## config.mk

```make
export PLATFORM = sky130hd
export DESIGN_NAME = static_mem_bank_timing
export DESIGN_NICKNAME = d
export VERILOG_FILES = /design/src/rtl/static_mem_pkg.sv /design/src/rtl/static_mem_bank_timing.sv /design/src/rtl/smc_fifo.sv
export VERILOG_INCLUDE_DIRS = /design/src /design/src/rtl
export SDC_FILE = /design/constraint.sdc
export NUM_CORES = 1
export LEC_CHECK = 0
export BUFFER_PORTS_ARGS = -buffer_cell sky130_fd_sc_hd__buf_2
export CAP_MARGIN = 20
export CORE_ASPECT_RATIO = 0.75
export CORE_MARGIN = 4
export CORE_UTILIZATION = 40
export DETAILED_ROUTE_END_ITERATION = 12
export HOLD_SLACK_MARGIN = 0.03
export PLACE_DENSITY = 0.57
export REMOVE_ABC_BUFFERS = 1
export SLEW_MARGIN = 10
export SYNTH_ARGS = -nofsm -noshare
export SYNTH_HDL_FRONTEND = slang
export SYNTH_SLANG_ARGS = --single-unit
```

## constraint.sdc

```tcl
create_clock -name i_clk_sys -period 17.2 [get_ports i_clk_sys]
set_input_delay 4.3 -clock i_clk_sys [delete_from_list [all_inputs] [get_ports i_clk_sys]]
set_output_delay 4.3 -clock i_clk_sys [all_outputs]
set_load 0.1 [all_outputs]
```

## src/rtl/static_mem_map.svh

```systemverilog
/*
 register map, field positions, reset values and masks of the static-memory controller.
 assumes inclusion by its bare name from the design file, the checker and the bench.
*/
`ifndef STATIC_MEM_MAP_SVH
`define STATIC_MEM_MAP_SVH
`define SMC_OFS_WIDTH_WAIT   32'h40C2_0000
`define SMC_OFS_BANK0_TIMING 32'h40C2_0004
`define SMC_OFS_BANK1_TIMING 32'h40C2_0008
`define SMC_OFS_BANK2_TIMING 32'h40C2_000C
`define SMC_OFS_BOOT_CTRL    32'h40C2_0010
`define SMC_OFS_STATUS       32'h40C2_0014
`define SMC_TIMING_RESET     16'h0700
`define SMC_TIMING_MASK      16'hF7F0
`define SMC_WW_MASK          16'h03FE
`define SMC_BIT_CS2_OWNER    9
`define SMC_BIT_BANK0_WIDTH  0
`define SMC_FLD_TACS_HI      15
`define SMC_FLD_TACS_LO      14
`define SMC_FLD_TCOS_HI      13
`define SMC_FLD_TCOS_LO      12
`define SMC_FLD_TACC_HI      10
`define SMC_FLD_TACC_LO      8
`define SMC_FLD_TCOH_HI      7
`define SMC_FLD_TCOH_LO      6
`define SMC_FLD_TCAH_HI      5
`define SMC_FLD_TCAH_LO      4
`define SMC_BANK_ADDR_BITS   26
`define SMC_BANK_SEL_HI      27
`define SMC_BANK_SEL_LO      26
`endif

```

## src/rtl/static_mem_pkg.sv

```systemverilog
/*
 types shared by the static-memory controller: request and answer carriers, access sizes.
 assumes the map header sits beside it.
*/
package static_mem_pkg;
	typedef enum logic [1:0] {size_byte, size_half, size_word} access_size_e;
	typedef struct packed {
		logic         write;
		logic [27:0]  addr;
		access_size_e size;
		logic [31:0]  wdata;
	} mem_req_s;
	typedef struct packed {
		logic [31:0] rdata;
	} mem_rsp_s;
endpackage : static_mem_pkg

```

## src/rtl/static_mem_bank_timing.sv

```systemverilog
/*
 static-memory controller: three chip-select banks on an 8/16-bit external bus, per-bank
 width, wait and byte-lane mode, programmable setup/access/hold timing, register port.
 assumes requests from on-chip logic on i_clk_sys; the wait pin and straps are asynchronous.
*/
//
// Contract
// - bit 9 gives chip select 2 to this controller (0) or the NAND controller (1)
// - byte-lane mode bits 8,5,2: 0 write byte enables, 1 upper/lower byte enables
// - wait-enable bits 7,4,1: honour the external wait input for that bank
// - width bits 6,3 choose 8-bit or 16-bit bus for banks 2,1
// - bank 0 width bit is read-only, captured from the strap pin
// - address setup before chip select: 0,2,4,8 clocks; code 0 gives 1 clock here
// - chip select setup before strobe: 0,2,4,8 clocks; code 0 gives 1 clock here
// - strobe length 2,3,4,10,12,14,16,20 clocks; field resets to 111
// - chip select hold after strobe: 0,2,4,8 clocks; code 0 gives 1 clock here
// - address hold after chip select: 0,2,4,8 clocks; code 0 gives 1 clock here
// - three timing registers, each reset to 0x0700
// - wait low stretches strobe; sampled from the last count onward, release one clock later
// - on NAND boot chip select 0 belongs to the NAND controller, no bank 0 cycles
// - each bank decodes 64MB at a fixed base; byte, half and word accesses
`timescale 1ns/10ps
`default_nettype none
`include "static_mem_map.svh"
module static_mem_bank_timing #(
	parameter int FIFO_DEPTH = 8
) (
	input  wire logic                      i_clk_sys,
	input  wire logic                      i_srst,
	input  wire logic [31:0]               i_reg_addr,
	input  wire logic [15:0]               i_reg_wdata,
	input  wire logic                      i_reg_write,
	input  wire logic                      i_reg_read,
	output logic      [15:0]               o_reg_rdata,
	input  wire logic                      i_req_valid,
	output logic                           o_req_ready,
	input  wire static_mem_pkg::mem_req_s  i_req,
	output logic                           o_rsp_valid,
	output static_mem_pkg::mem_rsp_s       o_rsp,
	input  wire logic                      i_width_strap,
	input  wire logic                      i_ext_wait_n,
	output logic      [2:0]                o_bank_select_n,
	output logic                           o_output_strobe_n,
	output logic                           o_write_strobe_n,
	output logic      [1:0]                o_byte_lane_strobe_n,
	output logic      [25:0]               o_addr,
	output logic      [15:0]               o_data_out,
	output logic                           o_data_oe,
	input  wire logic [15:0]               i_data_in
);
	typedef enum {st_idle, st_addr_setup, st_cs_setup, st_access, st_cs_hold, st_addr_hold} state_e;

	function automatic logic [4:0] setup_clocks(input logic [1:0] code);
		case (code)
			2'h0:    setup_clocks = 5'h00;
			2'h1:    setup_clocks = 5'h02;
			2'h2:    setup_clocks = 5'h04;
			default: setup_clocks = 5'h08;
		endcase
	endfunction : setup_clocks

	function automatic logic [4:0] access_clocks(input logic [2:0] code);
		case (code)
			3'h0:    access_clocks = 5'h02;
			3'h1:    access_clocks = 5'h03;
			3'h2:    access_clocks = 5'h04;
			3'h3:    access_clocks = 5'h0A;
			3'h4:    access_clocks = 5'h0C;
			3'h5:    access_clocks = 5'h0E;
			3'h6:    access_clocks = 5'h10;
			default: access_clocks = 5'h14;
		endcase
	endfunction : access_clocks

	// synchronisers for the pins from outside the clock domain
	logic [1:0] wait_sync, strap_sync;
	always_ff @(posedge i_clk_sys) begin
		wait_sync  <= {wait_sync[0], i_ext_wait_n};
		strap_sync <= {strap_sync[0], i_width_strap};
	end

	// ---- registers ----
	logic [15:0] width_wait, next_width_wait;
	logic [15:0] timing [3];
	logic [15:0] next_timing [3];
	logic        nand_boot, next_nand_boot;
	logic        strap_taken, next_strap_taken;
	logic [15:0] next_reg_rdata;
	logic        busy;

	always_comb begin
		next_width_wait  = width_wait;
		next_nand_boot   = nand_boot;
		next_strap_taken = 1'b1;
		for (int b = 0; b < 3; b++) begin
			next_timing[b] = timing[b];
		end
		if (!strap_taken) begin
			next_width_wait[`SMC_BIT_BANK0_WIDTH] = strap_sync[1];
		end
		if (i_reg_write) begin
			case (i_reg_addr)
				// keep the strap bit taken in this same cycle, a write must not undo the capture
				`SMC_OFS_WIDTH_WAIT: next_width_wait = (i_reg_wdata & `SMC_WW_MASK)
					| (next_width_wait & ~`SMC_WW_MASK);
				`SMC_OFS_BANK0_TIMING: next_timing[0] = i_reg_wdata & `SMC_TIMING_MASK;
				`SMC_OFS_BANK1_TIMING: next_timing[1] = i_reg_wdata & `SMC_TIMING_MASK;
				`SMC_OFS_BANK2_TIMING: next_timing[2] = i_reg_wdata & `SMC_TIMING_MASK;
				`SMC_OFS_BOOT_CTRL:    next_nand_boot = i_reg_wdata[0];
				default: ;
			endcase
		end
		next_reg_rdata = 16'h0000;
		if (i_reg_read) begin
			case (i_reg_addr)
				`SMC_OFS_WIDTH_WAIT:   next_reg_rdata = width_wait;
				`SMC_OFS_BANK0_TIMING: next_reg_rdata = timing[0];
				`SMC_OFS_BANK1_TIMING: next_reg_rdata = timing[1];
				`SMC_OFS_BANK2_TIMING: next_reg_rdata = timing[2];
				`SMC_OFS_BOOT_CTRL:    next_reg_rdata = {15'h0000, nand_boot};
				`SMC_OFS_STATUS:       next_reg_rdata = {15'h0000, busy};
				default:               next_reg_rdata = 16'h0000;
			endcase
		end
	end

	always_ff @(posedge i_clk_sys) begin
		if (i_srst) begin
			width_wait  <= 16'h0000;
			nand_boot   <= 1'b0;
			strap_taken <= 1'b0;
			o_reg_rdata <= 16'h0000;
			for (int b = 0; b < 3; b++) begin
				timing[b] <= `SMC_TIMING_RESET;
			end
		end else begin
			width_wait  <= next_width_wait;
			nand_boot   <= next_nand_boot;
			strap_taken <= next_strap_taken;
			o_reg_rdata <= next_reg_rdata;
			for (int b = 0; b < 3; b++) begin
				timing[b] <= next_timing[b];
			end
		end
	end

	// ---- request buffer ----
	localparam int REQ_W = $bits(static_mem_pkg::mem_req_s);
	logic                     fifo_valid, fifo_pop;
	logic [REQ_W-1:0]         fifo_data;
	static_mem_pkg::mem_req_s cur;
	assign cur = static_mem_pkg::mem_req_s'(fifo_data);

	smc_fifo #(.WIDTH(REQ_W), .DEPTH(FIFO_DEPTH)) u_fifo (
		.i_clk_sys  (i_clk_sys),
		.i_srst     (i_srst),
		.i_in_valid (i_req_valid),
		.o_in_ready (o_req_ready),
		.i_in_data  (REQ_W'(i_req)),
		.o_out_valid(fifo_valid),
		.i_out_ready(fifo_pop),
		.o_out_data (fifo_data)
	);

	// ---- access sequencer ----
	state_e      state, next_state;
	logic [4:0]  cnt, next_cnt;
	logic [1:0]  beat, next_beat, beats;
	logic [1:0]  bank;
	logic [15:0] tm;
	logic        wide, bank_ok;
	logic [31:0] rdata, next_rdata;
	logic        next_rsp_valid;
	logic [25:0] beat_addr;
	logic [1:0]  lanes;
	logic        wait_hold;

	always_comb begin
		bank    = cur.addr[`SMC_BANK_SEL_HI:`SMC_BANK_SEL_LO];
		tm      = timing[bank];
		wide    = (bank == 2'h0) ? width_wait[0] : (bank == 2'h1) ? width_wait[3] : width_wait[6];
		// a bank owned by the NAND controller when its request leaves idle is never driven from here
		bank_ok = (bank == 2'h0) ? !nand_boot : (bank == 2'h1) ? 1'b1 :
			(bank == 2'h2) ? !width_wait[`SMC_BIT_CS2_OWNER] : 1'b0;
		case (cur.size)
			static_mem_pkg::size_byte: beats = 2'h0;
			static_mem_pkg::size_half: beats = wide ? 2'h0 : 2'h1;
			default:                   beats = wide ? 2'h1 : 2'h3;
		endcase
		wait_hold = width_wait[3 * 32'(bank) + 1] && !wait_sync[1];
		next_state     = state;
		next_cnt       = cnt;
		next_beat      = beat;
		next_rdata     = rdata;
		next_rsp_valid = 1'b0;
		fifo_pop       = 1'b0;
		case (state)
			st_idle: if (fifo_valid) begin
				if (!bank_ok) begin
					fifo_pop       = 1'b1;
					next_rsp_valid = !cur.write;
					next_rdata     = 32'h0000_0000;
				end else begin
					next_state = st_addr_setup;
					next_cnt   = setup_clocks(tm[`SMC_FLD_TACS_HI:`SMC_FLD_TACS_LO]);
				end
			end
			st_addr_setup: if (cnt > 5'h01) next_cnt = cnt - 5'h01; else begin
				next_state = st_cs_setup;
				next_cnt   = setup_clocks(tm[`SMC_FLD_TCOS_HI:`SMC_FLD_TCOS_LO]);
			end
			st_cs_setup: if (cnt > 5'h01) next_cnt = cnt - 5'h01; else begin
				next_state = st_access;
				next_cnt   = access_clocks(tm[`SMC_FLD_TACC_HI:`SMC_FLD_TACC_LO]);
			end
			st_access: begin
				// wait is looked at from the last count onward; strobe ends the clock after it reads high
				if (cnt > 5'h01) next_cnt = cnt - 5'h01;
				else if (!wait_hold) begin
					next_state = st_cs_hold;
					next_cnt   = setup_clocks(tm[`SMC_FLD_TCOH_HI:`SMC_FLD_TCOH_LO]);
					if (wide) next_rdata[16 * 32'(beat[0]) +: 16] = i_data_in;
					else next_rdata[8 * 32'(beat) +: 8] = i_data_in[7:0];
				end
			end
			st_cs_hold: if (cnt > 5'h01) next_cnt = cnt - 5'h01; else begin
				next_state = st_addr_hold;
				next_cnt   = setup_clocks(tm[`SMC_FLD_TCAH_HI:`SMC_FLD_TCAH_LO]);
			end
			st_addr_hold: if (cnt > 5'h01) next_cnt = cnt - 5'h01; else if (beat != beats) begin
				next_beat  = beat + 2'h1;
				next_state = st_addr_setup;
				next_cnt   = setup_clocks(tm[`SMC_FLD_TACS_HI:`SMC_FLD_TACS_LO]);
			end else begin
				next_beat      = 2'h0;
				next_state     = st_idle;
				fifo_pop       = 1'b1;
				next_rsp_valid = !cur.write;
			end
			default: next_state = st_idle;
		endcase
		// address follows the coming beat so the whole setup time sees the new address
		beat_addr = wide ? {cur.addr[25:2], cur.addr[1] | next_beat[0], cur.addr[0]}
			: cur.addr[25:0] | {24'h000000, next_beat};
		busy = (state != st_idle);
	end

	always_ff @(posedge i_clk_sys) begin
		if (i_srst) begin
			state       <= st_idle;
			cnt         <= 5'h00;
			beat        <= 2'h0;
			rdata       <= 32'h0000_0000;
			o_rsp_valid <= 1'b0;
		end else begin
			state       <= next_state;
			cnt         <= next_cnt;
			beat        <= next_beat;
			rdata       <= next_rdata;
			o_rsp_valid <= next_rsp_valid;
		end
	end
	assign o_rsp.rdata = rdata;

	// ---- pin drive, registered ----
	logic [2:0]  next_cs_n;
	logic        next_oe_n, next_we_n, next_doe, strobe, lane_mode;
	logic [1:0]  next_lane_n;
	logic [15:0] next_dout;
	always_comb begin
		lanes     = wide ? (cur.size == static_mem_pkg::size_byte ? {cur.addr[0], !cur.addr[0]} : 2'h3) : 2'h1;
		lane_mode = width_wait[3 * 32'(bank) + 2];
		strobe    = (next_state == st_access);
		next_cs_n = 3'h7;
		if (next_state == st_cs_setup || next_state == st_access || next_state == st_cs_hold) begin
			next_cs_n[bank] = 1'b0;
		end
		next_oe_n   = !(strobe && !cur.write);
		next_we_n   = !(strobe && cur.write);
		// write byte enables pulse with the write strobe, upper/lower enables span the strobe
		next_lane_n = (strobe && (lane_mode || cur.write)) ? ~lanes : 2'h3;
		next_doe    = cur.write && (next_state != st_idle);
		next_dout   = wide ? cur.wdata[16 * 32'(beat[0]) +: 16] : {8'h00, cur.wdata[8 * 32'(beat) +: 8]};
	end
	always_ff @(posedge i_clk_sys) begin
		if (i_srst) begin
			o_bank_select_n      <= 3'h7;
			o_output_strobe_n    <= 1'b1;
			o_write_strobe_n     <= 1'b1;
			o_byte_lane_strobe_n <= 2'h3;
			o_addr               <= 26'h0000000;
			o_data_out           <= 16'h0000;
			o_data_oe            <= 1'b0;
		end else begin
			o_bank_select_n      <= next_cs_n;
			o_output_strobe_n    <= next_oe_n;
			o_write_strobe_n     <= next_we_n;
			o_byte_lane_strobe_n <= next_lane_n;
			o_addr               <= (next_state == st_idle) ? o_addr : beat_addr;
			o_data_out           <= next_dout;
			o_data_oe            <= next_doe;
		end
	end
endmodule : static_mem_bank_timing
`default_nettype wire

```

## src/rtl/smc_fifo.sv

```systemverilog
/*
 request fifo of the static-memory controller, flip-flop storage.
 assumes one clock and a synchronous active-high reset.
*/
`timescale 1ns/10ps
`default_nettype none
module smc_fifo #(
	parameter int WIDTH = 64,
	parameter int DEPTH = 8
) (
	input  wire logic             i_clk_sys,
	input  wire logic             i_srst,
	input  wire logic             i_in_valid,
	output logic                  o_in_ready,
	input  wire logic [WIDTH-1:0] i_in_data,
	output logic                  o_out_valid,
	input  wire logic             i_out_ready,
	output logic      [WIDTH-1:0] o_out_data
);
	localparam int AW = $clog2(DEPTH);
	logic [WIDTH-1:0] mem [DEPTH];
	logic [AW-1:0]    wr_ptr, rd_ptr, next_wr_ptr, next_rd_ptr;
	logic [AW:0]      count, next_count;
	logic             push, pop;
	always_comb begin
		o_in_ready  = (count != (AW+1)'(DEPTH));
		o_out_valid = (count != '0);
		o_out_data  = mem[rd_ptr];
		push        = i_in_valid && o_in_ready;
		pop         = o_out_valid && i_out_ready;
		next_wr_ptr = push ? ((wr_ptr == AW'(DEPTH-1)) ? '0 : wr_ptr + 1'b1) : wr_ptr;
		next_rd_ptr = pop ? ((rd_ptr == AW'(DEPTH-1)) ? '0 : rd_ptr + 1'b1) : rd_ptr;
		next_count  = count + (AW+1)'(push) - (AW+1)'(pop);
	end
	always_ff @(posedge i_clk_sys) begin
		if (i_srst) begin
			wr_ptr <= '0;
			rd_ptr <= '0;
			count  <= '0;
		end else begin
			wr_ptr <= next_wr_ptr;
			rd_ptr <= next_rd_ptr;
			count  <= next_count;
		end
		if (push) begin
			mem[wr_ptr] <= i_in_data;
		end
	end
endmodule : smc_fifo
`default_nettype wire

```

* Yosys cells after proc, flatten, opt, wreduce, memory -nomap -nowiden
Memories as Yosys holds them, arrays and structs flattened. A register that Yosys moved wholly into a read port is not among the register bits.
Index checks and enable logic that the tools add are counted.
** Cells by class
- Add/sub/neg operators :: 10
- Multiplexer cells :: 84
- Shifts and indexed selects :: 6
- Multipliers :: 1
- Reductions and logical operators :: 40
- Magnitude comparators :: 5
- Equality and inequality tests :: 42
- Bitwise gates (word level) :: 12
** Operators with widths (number)
- 2-to-1 mux 32 bit :: 13
- == test 32 x 31 -> 1 bit (second input constant) :: 6
- case mux 32 bit (6 select lines) :: 1
- == test 32 x 3 -> 1 bit (second input constant) :: 4
- 2-to-1 mux 16 bit :: 6
- case mux 16 bit (6 select lines) :: 1
- negator 5 -> 34 bit :: 2
- bitwise mux 32 bit :: 2
- == test 32 x 2 -> 1 bit (second input constant) :: 2
- logical NOT 32 bit :: 2
- case mux 32 bit (2 select lines) :: 1
- nonzero test 32 bit :: 2
- 2-to-1 mux 48 bit :: 1
- case mux 4 bit (3 select lines) :: 4
- 2-to-1 mux 5 bit :: 9
- case mux 5 bit (7 select lines) :: 1
- variable shift 16 x 34 -> 32 bit (first input constant) :: 1
- variable shift 8 x 34 -> 32 bit (first input constant) :: 1
- variable part select 16 x 34 -> 32 bit :: 1
- variable part select 8 x 34 -> 32 bit :: 1
- == test 32 x 1 -> 1 bit (second input constant) :: 1
- == test 32 x 4 -> 1 bit (second input constant) :: 1
- variable part select 32 x 6 -> 16 bit :: 1
- variable part select 32 x 6 -> 8 bit :: 1
- other kinds (48) :: 135
** Word-level totals
- Input bits :: 134
- Bits in writable memories :: 552
- Word-level logic and storage cells :: 225
- Register bits after elaboration :: 170
- Memories :: 2
** Memory list
- u_fifo.mem :: words 8, width 63, read ports 1, clocked after Yosys merged registers in 1, write ports 1, RTL line smc_fifo.sv:21 : logic [WIDTH-1:0] mem [DEPTH];
- timing :: words 3, width 16, read ports 4, clocked after Yosys merged registers in 0, write ports 3, RTL line static_mem_bank_timing.sv:84 : logic [15:0] timing [3];

* Logic depth before layout (Yosys ltp)
- Word-level depth :: 14
- Depth in mapped cells :: 20
- Depth with buffers taken out :: 17

* Hierarchy
From an unflattened synthesis, not the netlist that was laid out.
** Second synthesis, totals
- Cell total of the unflattened synthesis :: 1677
- Area, all modules :: 27880.5 µm²
** By module, submodules not included
- smc_fifo :: sequential area each 15394.8 µm², area each 19607.6 µm², cells each 804, instances 1
- static_mem_bank_timing :: sequential area each 3723.6 µm², area each 8272.9 µm², cells each 873, instances 1

* Worst setup path before layout
OpenSTA, ideal clock, no wires.
- Kind :: input -> register
- From :: input port i_req_valid
- To :: memory u_fifo.mem[0][0] (netlist name), enable pin
- Setup slack :: 6.042 ns
- Arrival :: 10.516 ns
- Cell stages on the path :: 2
- Setup time :: 0.642 ns
- Data required time :: 16.558 ns
- Cells stage by stage :: nand2_1 > nor4_1
** Between the ends
- Word-level cells in the longest chain between the ends :: 3
** RTL lines
- start, declared :: RTL line static_mem_bank_timing.sv:35 : input wire logic i_req_valid,
- logical AND 1 bit :: RTL line smc_fifo.sv:29 : push = i_in_valid && o_in_ready;
- 2-to-1 mux 1 bit :: RTL line smc_fifo.sv:45 : if (push) begin
- 2-to-1 mux 1 bit (not written as such) :: RTL line smc_fifo.sv:46 : mem[wr_ptr] <= i_in_data;
- end, declared :: RTL line smc_fifo.sv:21
Every way passes these cells.

* Worst setup path in the final report
- From :: input port i_req_valid
- To :: memory u_fifo.mem[3][59] (netlist name), enable pin
** Between the ends
- Word-level cells in the longest chain between the ends :: 3
** RTL lines
- logical AND 1 bit :: RTL line smc_fifo.sv:29
- named net u_fifo.push :: RTL line smc_fifo.sv:24 : logic push, pop;
- 2-to-1 mux 1 bit :: RTL line smc_fifo.sv:45
- 2-to-1 mux 1 bit (not written as such) :: RTL line smc_fifo.sv:46
The timed path passes the listed nets, and every way through them passes these cells.

==> flow_summary.json <==
{
  "outcome": "finished, final reports clean",
  "peakVddDrop_uv": 81.8,
  "synth_simple_gate_area_share_pct": 7.17,
  "max-slew-margin-rel_pct": 25.4,
  "num-fill-cells": 5845,
  "synthAdderAreaFrac_pct": 1.06,
  "gp_congestion": 0.873,
  "placed_cell_area_mm2": 0.0301,
  "synthXorXnorAreaFrac_pct": 0.158,
  "slowest_delay_ns": 0.92,
  "setup_viol": 0,
  "path_common_cell": "nand2_1",
  "leakagePower_nw": 10.8,
  "seq_area_frac_synth_pct": 68.9,
  "dr_wl_met2_um": 30000,
  "synth_edf_count": 504,
  "cp-start-kind": "input pin",
  "synthTopCellsByArea": "edfxtp_1 55%, dfxtp_1 14%, mux4_2 10%",
  "synthFlopType": "edfxtp_1",
  "cts_resized": 0,
  "finalCritPeriodShare_pct": 38.4,
  "dr.pass1.iters": 5,
  "cts_hold_buf": 0,
  "ys_warn_count": 0,
  "initial_core_util_pct": 40.5,
  "setup_tns_ns": 0,
  "grt_pass1_vias": 16328,
  "ff_latch_area_mm2": 0.0191,
  "ant_nets": 0,
  "grt_pass1_wl_um": 100000,
  "port_buffers": 231,
  "multi_input_area_mm2": 0.00828,
  "highest_layer": "met5",
  "wl_met3_um": 4360,
  "synth.largest_area_cell": "edfxtp_1",
  "area_delta_synth_final_pct": 16.8,
  "die_x_um": 312,
  "syn_inst": 1757,
  "final_common_cell": "edfxtp_1",
  "cts_buffer_depth": 3,
  "placementRows": 83,
  "required_ns": 17.43,
  "power_density_mw_per_mm2": 113,
  "pin_count": 234,
  "drv_slew": 0,
  "rsz0062_at_grt": "false",
  "cp_max_fo": 36,
  "crit_chain": "buf_2 -> nand2_1 -> inv_1 -> nand2_1 -> nor2_4 -> buf_4",
  "dieArea_mm2": 0.0737,
  "grt_max_degree": 96,
  "placedCellCount": 2846,
  "synth_top_area_share_pct": 54.5,
  "met1Wirelength_um": 30100,
  "skew_ns": 0.0264,
  "end_kind": "flip-flop",
  "hp-class": "reg -> reg",
  "core-area_mm2": 0.0685,
  "nets": 2186,
  "synth_top_family_by_area": "multiplexers",
  "netlist_area_mm2": 0.0277,
  "drive_gt1_share_pct": 27.0,
  "grt_overflow": 0,
  "synth_seq_cells": 703,
  "hold_viol": 0,
  "final_cells": 2984,
  "layout_common_cells": "504 x edfxtp_1, 230 x buf_2, 194 x dfxtp_1",
  "setup.worst_path.class": "in -> reg",
  "arrival_ns": 6.83,
  "cts.sinks": 703,
  "fin_crit_ns": 6.60,
  "num_vias": 16364,
  "hpwl_um": 39700,
  "drcViolationCount": 0,
  "clk_pin_slew_ns": 0.06,
  "slowest_stage": "nor2_4",
  "cap_violations": 0,
  "via_per_inst": 5.48,
  "clock_latency_ns": 0.62,
  "synth_compound_area_share_pct": 6.08,
  "drt_iter0_drc": 1183,
  "htreeDepth": 3,
  "cts_setup_buffers": 0,
  "tightestPinTransition_ns": 1.12,
  "cts_root_buffer": "clkbuf_16",
  "wire_per_inst_um": 22.3,
  "post-route-cell-area_mm2": 0.0324,
  "wl_um": 66400,
  "fmax_ghz": 0.151,
  "synth.distinct_cells": 82,
  "synthMuxAreaShare_pct": 14.7,
  "holdWs_ns": 0.334,
  "cts_tree": "yes",
  "gr-usage-all-layers_pct": 17.8,
  "antenna_found_initial": 14,
  "syn_avg_cell_area_um2": 15.8,
  "utilization_pct": 47.3,
  "ys_async_sr_fraction_pct": 0,
  "cts_buffers": 72,
  "die_y_um": 236
}
[cells by family after synthesis]
logic type | after synthesis
multiplexers | 241
other | 1
buffers and inverters | 122
AND/OR/NAND/NOR | 414
adder cells (fa/ha/maj) | 23
flip-flops | 703
XOR/XNOR | 5
AO/OA/AOI/OAI | 248
[cell usage after synthesis (9+ instances only)]
library cell,count
a311oi_1,11
and2_1,11
o211ai_1,11
a211oi_1,29
a21oi_1,82
dfxtp_1,199
edfxtp_1,504
nand2_1,137
nor3_1,15
clkbuf_1,58
nor4_1,14
a221oi_1,9
mux2i_1,74
mux2_2,34
nor2_1,110
nor2b_1,13
o21ai_0,18
a22oi_1,29
mux4_2,128
nand4_1,10
buf_1,9
and3_1,11
nand3_1,43
nand2b_1,12
buf_2,22
inv_1,23
ha_1,21
[flip-flops by register name, indices dropped and copies added (netlist names), 5 cells and up, named ones only]
name,flops
o_data_out,16
o_addr,26
o_rsp,32
state,32
timing,33
o_reg_rdata,15
cnt,5
width_wait,10
u_fifo.mem,504
[worst paths after layout]
| kind | endpoint | start | slack (ns) | cells past startpoint |
|---|---|---|---|---|
| worst max register to register | u_fifo.count[2] | flip-flop | 10.96 | 19 |
| worst min register to register | strap_sync[1] | strap_sync[0] | 0.33 | 0 |
| worst max-delay path | u_fifo.mem[3][59] | i_req_valid | 10.60 | 6 |
| worst min-delay path | strap_sync[1] | strap_sync[0] | 0.33 | 0 |
[critical path, delay by kind of cell]
kind          cells  cell delay (ns)
buf+inv           3             1.03
simple gates      3             1.44
[cell type report]
type,instances,share of cell area [%]
diodes,4,0.0309
clock buffers,98,6.05
clock inverters,34,1.12
inverters,25,0.290
multi-input cells,961,25.6
flip-flops and latches,703,59.0
well taps,892,3.44
repair buffers,267,4.46
[power by group]
part	internal [mW]	switching, mW	leakage, nW	total (mW)
logic	0.0787	0.151	3.45	0.229
registers	1.88	0.0147	6.20	1.89
clock network	0.872	0.655	1.13	1.53
[per-stage QoR]
stage / power (mW) / setup WS [ns]
after global routing: 3.79 / 10.47
after floorplan: 2.07 / 6.04
after global placement: 2.15 / 9.87
after detailed placement: 2.16 / 9.88
after CTS: 3.70 / 10.55
final: 3.65 / 10.60
[layer usage]
layer	vias to the layer above	global-route usage, %
met3	135	4.08
met4	14	6.15
li1	7435	-
met5	-	0
met2	506	27.0
met1	8274	25.5
Power figures use the tool's default switching activity.
